## config.mk

```make
export PLATFORM = sky130hd
export DESIGN_NAME = eif_ext_int_regs
export DESIGN_NICKNAME = d
export VERILOG_FILES = /design/src/eif_pkg.sv /design/src/eif_word_mem.sv /design/src/eif_soft_timer.sv /design/src/eif_ext_int_regs.sv
export VERILOG_INCLUDE_DIRS = /design/src
export SDC_FILE = /design/constraint.sdc
export NUM_CORES = 1
export LEC_CHECK = 0
export ABC_AREA = 1
export BUFFER_PORTS_ARGS = -buffer_cell sky130_fd_sc_hd__buf_4
export CAP_MARGIN = 20
export CORE_UTILIZATION = 35
export CTS_CLUSTER_DIAMETER = 150
export DETAILED_ROUTE_END_ITERATION = 10
export PLACE_DENSITY = 0.65
export SYNTH_ARGS = -nofsm -noshare
export SYNTH_HDL_FRONTEND = slang
export SYNTH_SLANG_ARGS = --single-unit
```

## constraint.sdc

```tcl
create_clock -name ref_clk -period 1.5 [get_ports ref_clk]
set_clock_uncertainty 0.05 [all_clocks]
set_input_delay 0.15 -clock ref_clk [delete_from_list [all_inputs] [get_ports ref_clk]]
set_output_delay 0.15 -clock ref_clk [all_outputs]
set_load 0.01 [all_outputs]
```

## src/eif_regs.svh

```systemverilog
// register map, field positions and timing constants of the extended interrupt block
`ifndef EIF_REGS_SVH
`define EIF_REGS_SVH

// register indices on the plain register port
`define EIF_ADDR_W 8
`define EIF_ADDR_CTRL2 8'h07
`define EIF_ADDR_FILT0 8'h08
`define EIF_ADDR_FILT1 8'h09
`define EIF_ADDR_FILT2 8'h0A
`define EIF_ADDR_FILT3 8'h0B
`define EIF_ADDR_STA0 8'h0C

// word store layout
`define EIF_WORDS 5
`define EIF_IDX_W 3
`define EIF_WORD_W 16
`define EIF_IDX_STA0 3'h4

// control word field positions
`define EIF_B_RX_DEMAND 13
`define EIF_B_CHAIN_POLL_DIS 12
`define EIF_B_ST_FLAG 11
`define EIF_B_ST_EN 10
`define EIF_B_MRE_FLAG 9
`define EIF_B_MRE_EN 8
`define EIF_B_MAP_FLAG 7
`define EIF_B_MAP_EN 6
`define EIF_B_HCD_FLAG 5
`define EIF_B_HCD_EN 4
`define EIF_B_ICD_FLAG 3
`define EIF_B_ICD_EN 2
`define EIF_B_PDT_FLAG 1
`define EIF_B_PDT_EN 0

// reset values
`define EIF_RST_WORD 16'h0000
`define EIF_RST_RDATA 32'h0000_0000

// software timer tick: period in ns and the cycle count derived from the clock rate
`define EIF_TIMER_W 6
`define EIF_CLK_MHZ 40
`define EIF_TICK_NS 1000
`define EIF_TICK_CYC ((`EIF_TICK_NS * `EIF_CLK_MHZ) / 1000)
`define EIF_DIV_W 12

`endif

```

## src/eif_pkg.sv

```systemverilog
// types shared by the extended interrupt register block
package eif_pkg;

	// which source drives the read data in the cycle after a read
	typedef enum logic [1:0] {
		EIF_RD_NONE = 2'b00,
		EIF_RD_CTRL = 2'b01,
		EIF_RD_MEM = 2'b10
	} eif_rd_src_t;

	// state of the word store
	typedef struct packed {
		logic [4:0][15:0] word;
		logic [15:0] q;
	} eif_mem_state_t;

	// state of the software timer
	typedef struct packed {
		logic [11:0] div;
		logic [5:0] count;
		logic expire;
	} eif_timer_state_t;

	// state of the register block
	typedef struct packed {
		logic rx_demand;
		logic chain_poll_dis;
		logic st_flag;
		logic st_en;
		logic mre_flag;
		logic mre_en;
		logic map_flag;
		logic map_en;
		logic hcd_flag;
		logic hcd_en;
		logic icd_flag;
		logic icd_en;
		logic pdt_flag;
		logic pdt_en;
		logic phy_prev;
		logic phy_seen;
		logic manual_poll;
		logic ee_req;
		logic ee_boot;
		eif_rd_src_t rd_src;
		logic [15:0] rd_ctrl;
	} eif_state_t;

endpackage

```

## src/eif_word_mem.sv

```systemverilog
// small word store for hash filter and station address, registered read
`timescale 1ns/1ps
`include "eif_regs.svh"

module eif_word_mem (
	// clock and reset
	input wire logic ref_clk,
	input wire logic rst_n,
	// write port
	input wire logic wr_en,
	input wire logic [2:0] wr_idx,
	input wire logic [15:0] wr_data,
	// read port, data one cycle after rd_en
	input wire logic rd_en,
	input wire logic [2:0] rd_idx,
	output logic [15:0] rd_data,
	// whole contents for the address filter
	output logic [79:0] all_words
);

	eif_pkg::eif_mem_state_t s;
	eif_pkg::eif_mem_state_t next_s;

	// write and read; a read of a word written in the same cycle sees the old value
	always_comb begin
		next_s = s;
		if (wr_en && (wr_idx < 3'(`EIF_WORDS))) begin
			next_s.word[wr_idx] = wr_data;
		end
		if (rd_en && (rd_idx < 3'(`EIF_WORDS))) begin
			next_s.q = s.word[rd_idx];
		end
	end

	// hardware reset clears every word
	always_ff @(posedge ref_clk or negedge rst_n) begin
		if (!rst_n) begin
			s <= '0;
		end else begin
			s <= next_s;
		end
	end

	assign rd_data = s.q;
	assign all_words = s.word;

endmodule

```

## src/eif_soft_timer.sv

```systemverilog
// software timer: counts down on a divided tick, reloads and flags at zero
`timescale 1ns/1ps
`include "eif_regs.svh"

module eif_soft_timer (
	// clock and reset
	input wire logic ref_clk,
	input wire logic rst_n,
	// reload value and expiry pulse
	input wire logic [5:0] reload,
	output logic expire
);

	eif_pkg::eif_timer_state_t s;
	eif_pkg::eif_timer_state_t next_s;

	// tick divider and down counter
	always_comb begin
		next_s = s;
		next_s.expire = 1'b0;
		if (s.div == 12'(`EIF_TICK_CYC - 1)) begin
			next_s.div = '0;
			if (s.count == '0) begin
				next_s.expire = 1'b1;
				next_s.count = reload;
			end else begin
				next_s.count = s.count - 6'h01;
			end
		end else begin
			next_s.div = s.div + 12'h001;
		end
	end

	always_ff @(posedge ref_clk or negedge rst_n) begin
		if (!rst_n) begin
			s <= '0;
		end else begin
			s <= next_s;
		end
	end

	assign expire = s.expire;

endmodule

```

## src/eif_ext_int_regs.sv

```systemverilog
// extended control/interrupt register, hash filter and station address registers
`timescale 1ns/1ps
`include "eif_regs.svh"

module eif_ext_int_regs (
	// clock and resets
	input wire logic ref_clk,
	input wire logic rst_n,
	input wire logic sw_reset,
	// register port
	input wire logic [7:0] reg_addr,
	input wire logic [31:0] reg_wdata,
	input wire logic reg_wr,
	input wire logic reg_rd,
	output logic [31:0] reg_rdata,
	// descriptor manager
	input wire logic rx_desc_fetch,
	input wire logic chain_busy,
	output logic receive_demand,
	output logic chain_poll_disable,
	output logic manual_rx_poll,
	// management events
	input wire logic mgmt_read_error,
	input wire logic autopoll_change,
	input wire logic host_cmd_done,
	input wire logic internal_cmd_done,
	input wire logic phy_detected_status,
	// software timer
	input wire logic [5:0] soft_timer_reload,
	// interrupt
	input wire logic global_interrupt_enable,
	output logic interrupt_summary,
	output logic interrupt_output_pin,
	// initialization block load
	input wire logic init_wr,
	input wire logic [2:0] init_index,
	input wire logic [15:0] init_data,
	// eeprom load
	input wire logic eeprom_reload_command,
	input wire logic eeprom_valid,
	input wire logic [15:0] eeprom_data,
	output logic eeprom_read_req,
	// filter contents
	output logic [63:0] multicast_hash_filter,
	output logic [15:0] station_address
);

	eif_pkg::eif_state_t s;
	eif_pkg::eif_state_t next_s;

	// submodule wiring
	logic timer_expire;
	logic mem_wr;
	logic [2:0] mem_wr_idx;
	logic [15:0] mem_wr_data;
	logic mem_rd;
	logic [2:0] mem_rd_idx;
	logic [15:0] mem_q;
	logic [79:0] mem_words;

	// write decode and per-flag strobes; flag bits run timer, read error, autopoll,
	// host done, internal done, detect change
	logic wr_ctrl;
	logic [15:0] wd;
	logic [3:0] addr_hit;
	logic dem_set;
	logic dem_clr;
	logic poll_now;
	logic ee_start;
	logic phy_edge;
	logic [5:0] flag_set;
	logic [5:0] flag_clr;
	logic [5:0] pending;

	// maps a register index onto the word store: {hit, index}
	function automatic logic [3:0] mem_decode(input logic [7:0] a);
		logic [3:0] r;
		r = 4'h0;
		if (a == `EIF_ADDR_FILT0) begin
			r = 4'h8;
		end else if (a == `EIF_ADDR_FILT1) begin
			r = 4'h9;
		end else if (a == `EIF_ADDR_FILT2) begin
			r = 4'hA;
		end else if (a == `EIF_ADDR_FILT3) begin
			r = 4'hB;
		end else if (a == `EIF_ADDR_STA0) begin
			r = {1'b1, `EIF_IDX_STA0};
		end
		return r;
	endfunction

	// sticky flag: a hardware set in the clearing cycle wins
	function automatic logic flag_next(input logic cur, input logic set, input logic wclr);
		return set | (cur & ~wclr);
	endfunction

	// control word as software reads it
	function automatic logic [15:0] ctrl_word(input eif_pkg::eif_state_t v);
		logic [15:0] w;
		w = `EIF_RST_WORD;
		w[`EIF_B_RX_DEMAND] = v.rx_demand;
		w[`EIF_B_CHAIN_POLL_DIS] = v.chain_poll_dis;
		w[`EIF_B_ST_FLAG] = v.st_flag;
		w[`EIF_B_ST_EN] = v.st_en;
		w[`EIF_B_MRE_FLAG] = v.mre_flag;
		w[`EIF_B_MRE_EN] = v.mre_en;
		w[`EIF_B_MAP_FLAG] = v.map_flag;
		w[`EIF_B_MAP_EN] = v.map_en;
		w[`EIF_B_HCD_FLAG] = v.hcd_flag;
		w[`EIF_B_HCD_EN] = v.hcd_en;
		w[`EIF_B_ICD_FLAG] = v.icd_flag;
		w[`EIF_B_ICD_EN] = v.icd_en;
		w[`EIF_B_PDT_FLAG] = v.pdt_flag;
		w[`EIF_B_PDT_EN] = v.pdt_en;
		return w;
	endfunction

	// flags that are set and enabled, same bit order as the strobes
	function automatic logic [5:0] pending_of(input eif_pkg::eif_state_t v);
		logic [5:0] p;
		p = 6'h00;
		p[5] = v.st_flag & v.st_en;
		p[4] = v.mre_flag & v.mre_en;
		p[3] = v.map_flag & v.map_en;
		p[2] = v.hcd_flag & v.hcd_en;
		p[1] = v.icd_flag & v.icd_en;
		p[0] = v.pdt_flag & v.pdt_en;
		return p;
	endfunction

	// which source answers a read strobe at this index
	function automatic eif_pkg::eif_rd_src_t rd_source(input logic [7:0] a, input logic hit);
		eif_pkg::eif_rd_src_t r;
		r = eif_pkg::EIF_RD_NONE;
		if (a == `EIF_ADDR_CTRL2) begin
			r = eif_pkg::EIF_RD_CTRL;
		end else if (hit) begin
			r = eif_pkg::EIF_RD_MEM;
		end
		return r;
	endfunction

	// software timer keeps running from reset on
	eif_soft_timer u_timer (
		.ref_clk(ref_clk),
		.rst_n(rst_n),
		.reload(soft_timer_reload),
		.expire(timer_expire)
	);

	// write decode; bits 31..16 of write data are simply dropped
	assign wr_ctrl = reg_wr && (reg_addr == `EIF_ADDR_CTRL2);
	assign wd = reg_wdata[15:0];
	assign addr_hit = mem_decode(reg_addr);

	// control write decode and hardware events, one bit per sticky flag
	always_comb begin
		dem_set = wr_ctrl && wd[`EIF_B_RX_DEMAND];
		dem_clr = rx_desc_fetch || sw_reset;
		poll_now = dem_set && s.chain_poll_dis && chain_busy;
		ee_start = s.ee_boot || eeprom_reload_command;
		phy_edge = s.phy_seen & (phy_detected_status ^ s.phy_prev);
		flag_set = {timer_expire, mgmt_read_error, autopoll_change,
			host_cmd_done, internal_cmd_done, phy_edge};
		flag_clr = 6'h00;
		if (wr_ctrl) begin
			flag_clr = {wd[`EIF_B_ST_FLAG], wd[`EIF_B_MRE_FLAG], wd[`EIF_B_MAP_FLAG],
				wd[`EIF_B_HCD_FLAG], wd[`EIF_B_ICD_FLAG], wd[`EIF_B_PDT_FLAG]};
		end
	end

	// word store write port: software beats init block beats eeprom
	always_comb begin
		mem_wr = 1'b0;
		mem_wr_idx = '0;
		mem_wr_data = '0;
		if (reg_wr && addr_hit[3]) begin
			mem_wr = 1'b1;
			mem_wr_idx = addr_hit[2:0];
			mem_wr_data = wd;
		end else if (init_wr) begin
			mem_wr = 1'b1;
			mem_wr_idx = init_index;
			mem_wr_data = init_data;
		end else if (eeprom_valid) begin
			mem_wr = 1'b1;
			mem_wr_idx = `EIF_IDX_STA0;
			mem_wr_data = eeprom_data;
		end
	end

	// read of a stored word is started at once; data leaves the store's own register
	assign mem_rd = reg_rd && addr_hit[3];
	assign mem_rd_idx = addr_hit[2:0];

	eif_word_mem u_mem (
		.ref_clk(ref_clk),
		.rst_n(rst_n),
		.wr_en(mem_wr),
		.wr_idx(mem_wr_idx),
		.wr_data(mem_wr_data),
		.rd_en(mem_rd),
		.rd_idx(mem_rd_idx),
		.rd_data(mem_q),
		.all_words(mem_words)
	);

	// next state of the control word and its helpers
	always_comb begin
		next_s = s;
		next_s.manual_poll = 1'b0;
		next_s.ee_req = 1'b0;
		next_s.ee_boot = 1'b0;

		// receive demand: write 1 sets, fetch or soft reset clears, set wins
		if (dem_set) begin
			next_s.rx_demand = 1'b1;
		end else if (dem_clr) begin
			next_s.rx_demand = 1'b0;
		end

		// manual poll of the current descriptor during a chaining operation
		if (poll_now) begin
			next_s.manual_poll = 1'b1;
		end

		// plain read/write bits; soft reset does not touch them
		if (wr_ctrl) begin
			next_s.chain_poll_dis = wd[`EIF_B_CHAIN_POLL_DIS];
			next_s.st_en = wd[`EIF_B_ST_EN];
			next_s.mre_en = wd[`EIF_B_MRE_EN];
			next_s.map_en = wd[`EIF_B_MAP_EN];
			next_s.hcd_en = wd[`EIF_B_HCD_EN];
			next_s.icd_en = wd[`EIF_B_ICD_EN];
			next_s.pdt_en = wd[`EIF_B_PDT_EN];
		end

		// sticky event flags, cleared by writing 1 only
		next_s.st_flag = flag_next(s.st_flag, flag_set[5],
			flag_clr[5]);
		next_s.mre_flag = flag_next(s.mre_flag, flag_set[4],
			flag_clr[4]);
		next_s.map_flag = flag_next(s.map_flag, flag_set[3],
			flag_clr[3]);
		next_s.hcd_flag = flag_next(s.hcd_flag, flag_set[2],
			flag_clr[2]);
		next_s.icd_flag = flag_next(s.icd_flag, flag_set[1],
			flag_clr[1]);

		// detect status edge in either direction; first sample only primes the history
		next_s.phy_prev = phy_detected_status;
		next_s.phy_seen = 1'b1;
		next_s.pdt_flag = flag_next(s.pdt_flag, flag_set[0],
			flag_clr[0]);

		// eeprom fetch request once after hardware reset and on each reload command
		if (ee_start) begin
			next_s.ee_req = 1'b1;
		end

		// read source for the cycle after the strobe
		next_s.rd_src = eif_pkg::EIF_RD_NONE;
		next_s.rd_ctrl = `EIF_RST_WORD;
		if (reg_rd) begin
			next_s.rd_src = rd_source(reg_addr, addr_hit[3]);
		end
		// control word captured at the strobe, so an event after it waits for the next read
		if (reg_rd && (reg_addr == `EIF_ADDR_CTRL2)) begin
			next_s.rd_ctrl = ctrl_word(s);
		end
	end

	// hardware reset clears everything; ee_boot comes up set to fire one request
	always_ff @(posedge ref_clk or negedge rst_n) begin
		if (!rst_n) begin
			s <= '0;
			s.ee_boot <= 1'b1;
		end else begin
			s <= next_s;
		end
	end

	// read data: zero for unmapped indices and for the upper half
	always_comb begin
		reg_rdata = `EIF_RST_RDATA;
		case (s.rd_src)
			eif_pkg::EIF_RD_CTRL: begin
				reg_rdata = {16'h0000, s.rd_ctrl};
			end
			eif_pkg::EIF_RD_MEM: begin
				reg_rdata = {16'h0000, mem_q};
			end
			default: begin
				reg_rdata = `EIF_RST_RDATA;
			end
		endcase
	end

	// interrupt summary: any set flag whose enable is on
	always_comb begin
		pending = pending_of(s);
		interrupt_summary = |pending;
	end

	// the pin is gated by the global enable only; a flag kept off the pin by it still shows in the summary
	assign interrupt_output_pin = interrupt_summary & global_interrupt_enable;

	// outputs toward the descriptor manager and filters
	assign receive_demand = s.rx_demand;
	assign chain_poll_disable = s.chain_poll_dis;
	assign manual_rx_poll = s.manual_poll;
	assign eeprom_read_req = s.ee_req;
	assign multicast_hash_filter = mem_words[63:0];
	assign station_address = mem_words[79:64];

endmodule

```

After elaboration in Yosys (flattened, before gate mapping) --
Cells that the tools add are included.
Storage, ports and cells: register bits after elaboration 152, output and inout port bits 118, word-level logic and storage cells 121
Operators by class: add/sub/neg operators 2, order comparisons 5, equal/unequal tests 9, mux-type cells 33, bitwise logic cells 27, reduce and logical (&&, ||, !) cells 15
Operators with widths (count):
- $bwmux 80 | 1
- $mux 16 | 5
- $bmux 16 s3 | 1
- $demux 16 s3 | 1
- $eq 8x4->1 const B | 5
- $pmux 16 s2 | 1
- $mux 4 | 5
- $and 1x1->1 | 14
- $mux 14 | 1
- $add 12x1->12 const B | 1
- $eq 12x6->1 const B | 1
- $mux 12 | 1
- $mux 6 | 2
- $logic_and 1x1->1 | 10
- $mux 1 | 9
- $mux 3 | 3
- $eq 8x3->1 const B | 1
- $lt 3x4->1 const B | 2
- $logic_not 6->1 | 1
- $lt 3x3->1 const B | 2
- $mux 2 | 3
- $not 1->1 | 6
- $or 1x1->1 | 6
- $reduce_or 6->1 | 1
- 7 further kinds | 8

Logic depth before layout (Yosys ltp) --
depth in word-level cells 13, depth in mapped cells 12, depth with buffers taken out 11

By module --
Synthesis repeated with hierarchy kept, for this count alone.
Second synthesis, totals: cells, all modules 1017, area total of the unflattened synthesis 7749.9 um^2
By module, submodules not included:
- eif_word_mem | instances 1, cells an instance 528, area each 4282.9 um^2, sequential area each 2402.3 um^2
- eif_ext_int_regs | instances 1, cells an instance 352, area each 2403.6 um^2, sequential area each 877.1 um^2
- eif_soft_timer | instances 1, cells an instance 137, area each 1063.5 um^2, sequential area each 475.5 um^2

Least setup slack after synthesis --
No wires, ideal clock.
kind input to register, start point in reg_addr[5], end point reg u_mem.s, in the netlist u_mem.all_words[10], library setup time 117 ps, data arrival time 1471 ps, required time 1333 ps, slack -138 ps, stages on the path 12, cell sequence nor2_1 -> nand2_2 -> a21oi_4 -> nand2_2 -> buf_6 -> nand2_2 -> nand2_4 -> nor2_8 -> nand2_2 -> buf_2 -> nand2_1 -> nand2_1
Between the ends: longest elaborated chain between the ends 13, elaborated cells between the ends (all ways) 22, those cells by class order compare (3); eq/ne (5); mux (11); reduce/logical (3)
RTL lines:
- start, declared | RTL line eif_ext_int_regs.sv:11 | input wire logic [7:0] reg_addr,
- $eq 8x4->1 (no line)
- $mux 4 | RTL line eif_ext_int_regs.sv:87 | end else if (a == `EIF_ADDR_STA0) begin
- $mux 4 | RTL line eif_ext_int_regs.sv:85 | end else if (a == `EIF_ADDR_FILT3) begin
- $mux 4 | RTL line eif_ext_int_regs.sv:83 | end else if (a == `EIF_ADDR_FILT2) begin
- $mux 4 | RTL line eif_ext_int_regs.sv:81 | end else if (a == `EIF_ADDR_FILT1) begin
- $mux 4 (*) | RTL line eif_ext_int_regs.sv:79 | if (a == `EIF_ADDR_FILT0) begin
- $logic_and 1x1->1 | RTL line eif_ext_int_regs.sv:178 | if (reg_wr && addr_hit[3]) begin
- $mux 3 | RTL line eif_ext_int_regs.sv:178
- $lt 3x4->1 (not written as such) / $ge 3x1->1 (equally long branches) | RTL line eif_word_mem.sv:28 | next_s.word[wr_idx] = wr_data;
- $logic_and 1x1->1 (not written as such) | RTL line eif_word_mem.sv:28
- $mux 16 (not written as such) | RTL line eif_word_mem.sv:28
- $demux 16 s3
- $bwmux 80 | RTL line eif_word_mem.sv:28
- end signal, assigned | RTL line eif_word_mem.sv:40 | s <= next_s;
- end, declared | RTL line eif_word_mem.sv:21 | eif_pkg::eif_mem_state_t s;
Every way passes the cells marked *; elsewhere a longest branch is shown, timed or not. A chain may end at the register's enable or synchronous reset.

Final worst setup path --
start point reg s[17] (netlist bit), end point out reg_rdata[4]
Between the ends: longest elaborated chain between the ends 2, elaborated cells between the ends (all ways) 3, those cells by class eq/ne (2); mux (1)
RTL lines:
- start, declared | RTL line eif_ext_int_regs.sv:48 | eif_pkg::eif_state_t s;
- start signal, assigned | RTL line eif_ext_int_regs.sv:280 | s <= next_s;
- $eq 2x2->1 / $eq 2x1->1 (equally long branches) | RTL line eif_ext_int_regs.sv:287 | case (s.rd_src)
- $pmux 16 s2 (*) | RTL line eif_ext_int_regs.sv:287
- end, declared | RTL line eif_ext_int_regs.sv:15 | output logic [31:0] reg_rdata,
Marks and branches as above.

==> flow_metrics.env <==
export IMPL_fin_hold_ws_ns=0.00279
export IMPL_syn_avg_cell_area_sq_um=7.53
export IMPL_clk_pin_slew_worst_paths_ns=0.06
export IMPL_wl_per_cell_microns=16.3
export IMPL_cts_max_level=4
export IMPL_firstDrtPassIters=7
export IMPL_synth_xor_area_share_pct=0.797
export IMPL_cts_tree="done"
export IMPL_yosysUniqueCellTypes=39
export IMPL_max_freq_mhz=568
export IMPL_synth_compound_area_share_pct=8.47
export IMPL_cts_root_buf="clkbuf_16"
export IMPL_synth_simple_area_share_pct=32.7
export IMPL_yosys_warnings=0
export IMPL_grt_pass1_wl_microns=40000
export IMPL_synthesis_instances=1022
export IMPL_rows=53
export IMPL_period_share_pct=117
export IMPL_synth_fa_ha_area_share_pct=0.813
export IMPL_grt_pass1_vias=7438
export IMPL_hold_end="s[23]"
export IMPL_reg2reg_depth=10
export IMPL_tns_ns=-3.96
export IMPL_min_period_ns=1.76
export IMPL_cp_start_kind="flip-flop"
export IMPL_dieArea_sq_um=22600
export IMPL_timing_rr_end="u_timer.s[17]"
export IMPL_worst_pin_slew_ns=0.637
export IMPL_grt_max_degree=50
export IMPL_nFillCells=1941
export IMPL_antenna_found_initial=0
export IMPL_worst_setup_path_type="flip-flop to output pin"
export IMPL_cts_buffer_depth=2
export IMPL_core_area_sq_um=21300
export IMPL_synth_top_family_by_area="simple AND/OR/NAND/NOR gates"
export IMPL_ys_ff_latch=150
export IMPL_p_leak_nw=6.07
export IMPL_layout_drive_gt1_share_pct=32.9
export IMPL_layout_setup_ws_ns=-0.259
export IMPL_syn_to_final_growth_pct=48.5
export IMPL_end_kind="output pin"
export IMPL_muxShareOfSynthArea_pct=0.260
export IMPL_start_util_pct=36.1
export IMPL_reg2reg_from="u_timer.s[8]"
export IMPL_status="complete, but fails checks"
export IMPL_drc=0
export IMPL_reg2reg_slack_ns=-0.05
export IMPL_dp_hpwl_microns=18900
export IMPL_failed_checks="setup timing"
export IMPL_hold_path_depth=3
export IMPL_vias=7815
export IMPL_totalWireLength_microns=25900
export IMPL_grt_use_total_pct=23.4
export IMPL_overflow=0
export IMPL_startpoint="s[17]"
export IMPL_cp_required_ns=1.30
export IMPL_worstSkewPairLatency_ns=0.43
export IMPL_setup_viol=20
export IMPL_drv_cap=0
export IMPL_finalNetCount=1401
export IMPL_path_max_fanout=6
export IMPL_cts_sinks=150
export IMPL_gp_congestion=0.877
export IMPL_rsz0062_at_grt="yes"
export IMPL_fp_dieW_microns=150
export IMPL_num_io_pins=215
export IMPL_synth_seq_area_share_pct=48.8
export IMPL_hold_viol=0
export IMPL_ir_drop_mv=0.674
export IMPL_die_height_microns=150
export IMPL_power_density_nw_per_um2=1010
export IMPL_vias_per_cell=4.92
export IMPL_report_final_slew_viol_count=0
export IMPL_num_antenna_cells=0
export IMPL_synth_area_sq_um=7690
export IMPL_portBuffers=182
export IMPL_max_slew_margin_pct=57.3
export IMPL_hold_start="reg_wdata[0]"
export IMPL_cts_buffers=17
export IMPL_drtIter0Drc=523
export IMPL_hp_class="input port to flip-flop"
export IMPL_arrival_ns=1.56
export IMPL_ant_nets=0
[state kept, by name, summed over array words and instances (netlist names)]
signal / count
chain_poll_disable: 1
eeprom_read_req: 1
s: 31
u_timer.s: 18
u_mem.rd_data: 16
u_mem.all_words: 80
receive_demand: 1
u_timer.expire: 1
manual_rx_poll: 1
[synth_stat cells]
cell / count / area, sq um
nand2_1: 395 / 1480
dfrtp_1: 149 / 3730
nand3_1: 97 / 485
inv_1: 71 / 267
nor2_1: 64 / 240
o21ai_0: 53 / 265
a21oi_1: 51 / 255
clkbuf_1: 27 / 101
buf_4: 18 / 135
buf_2: 17 / 85.1
nand2_2: 9 / 56.3
xor2_1: 6 / 52.6
a21o_1: 5 / 37.5
ha_1: 5 / 62.6
inv_2: 5 / 18.8
or2_2: 5 / 31.3
nand3_2: 4 / 40.0
nor3_1: 4 / 20.0
nor4_1: 4 / 25.0
o21ai_1: 4 / 20.0
nor2_4: 3 / 33.8
o211ai_1: 3 / 22.5
conb_1: 2 / 7.51
mux2i_1: 2 / 20.0
nand2_4: 2 / 22.5
nor2_2: 2 / 12.5
nor2_8: 2 / 40.0
o22ai_1: 2 / 12.5
a21oi_4: 1 / 16.3
a31oi_1: 1 / 6.26
and2_1: 1 / 6.26
and3_1: 1 / 6.26
buf_6: 1 / 11.3
dfstp_2: 1 / 26.3
nand3b_1: 1 / 7.51
nand4_1: 1 / 6.26
o221ai_1: 1 / 8.76
o31ai_1: 1 / 7.51
xnor2_1: 1 / 8.76
[through the flow]
stage	instances	instance area [sq um]	total power [mW]	utilization [%]	setup slack, ns
2_1_floorplan	1038	7870	6.12	-	-0.0387
3_3_place_gp	1505	9950	7.57	46.8	-0.266
3_5_place_dp	1505	9950	7.60	46.8	-0.314
4_1_cts	1582	11100	11.6	52.2	-0.244
5_1_grt	1587	11400	12.1	53.7	-0.316
6_report	1587	11400	11.6	53.7	-0.259
[per-layer routing]
metal / vias up / routed length, microns / GRT usage [%]
li1: 3764 / - / -
met1: 3718 / 11200 / 31.5
met2: 284 / 12600 / 37.0
met3: 49 / 1460 / 4.15
met4: 0 / 715 / 10.3
met5: - / 0 / 0
[report_power, final]
group | internal (mW) | total, mW | switching, mW
sequential | 4.57 | 5.08 | 0.515
combinational | 1.23 | 2.57 | 1.34
clock | 2.18 | 3.94 | 1.76
total | 7.97 | 11.6 | 3.62
[worst max-delay path by stage]
stage / cells past startpoint / to / slack [ns]
detailed placement: 11 / u_mem.all_words[8] / -0.31
finish: 6 / reg_rdata[4] / -0.26
global placement: 11 / u_mem.rd_data[0] / -0.27
floorplan: 12 / u_mem.all_words[10] / -0.04
global route: 6 / reg_rdata[12] / -0.32
CTS: 6 / reg_rdata[3] / -0.24
[cells in the final DEF, fill, tap and decap left out, drive strengths merged, types with 5 or more instances in the layout]
| master | synthesis | final |
|---|---|---|
| or2 | 5 | 5 |
| dfrtp | 149 | 149 |
| conb | 2 | 18 |
| clkbuf | 27 | 21 |
| xor2 | 6 | 6 |
| dlygate4sd3 | 0 | 27 |
| buf | 36 | 277 |
| nor2 | 71 | 71 |
| nand2 | 406 | 406 |
| a21oi | 52 | 52 |
| ha | 5 | 5 |
| nand3 | 101 | 101 |
| clkinvlp | 0 | 5 |
| o21ai | 57 | 57 |
| inv | 76 | 80 |
| a21o | 5 | 5 |
[what timing repair did]
item / 4_1_cts / 5_1_grt
pin swaps: 23 / 25
resized for setup: 59 / 79
buffers inserted: 19 / 7
hold buffers: 26 / 1
gates cloned: 0 / 1
hold endpoints to repair: 170 / 1
setup endpoints to repair: 28 / 34
[critical path, stage by stage, from the launching register on]
cell	delay (ns)
dfrtp_1	0.42
inv_2	0.08
ha_4	0.13
buf_6	0.14
nand2_2	0.07
a21oi_4	0.16
buf_6	0.12
[cells by family (layout without fill, tap and decap cells)]
group	Yosys count	count (layout)
buf+inv	139	413
xor+xnor	7	7
compound gates	122	122
other cells	2	18
fa+ha+maj	5	5
flops	150	150
mux	2	2
simple gates	595	595
[cell type report]
class / instances / area (sq um) / area share, %
Clock buffer: 20 / 447 / 3.91
Clock inverter: 12 / 95.1 / 0.832
Inverter: 76 / 290 / 2.54
Multi-Input combinational cell: 749 / 3840 / 33.6
Sequential cell: 150 / 3760 / 32.9
Tap cell: 275 / 344 / 3.01
Timing Repair Buffer: 305 / 2650 / 23.2
Power figures use the tool's default switching activity.
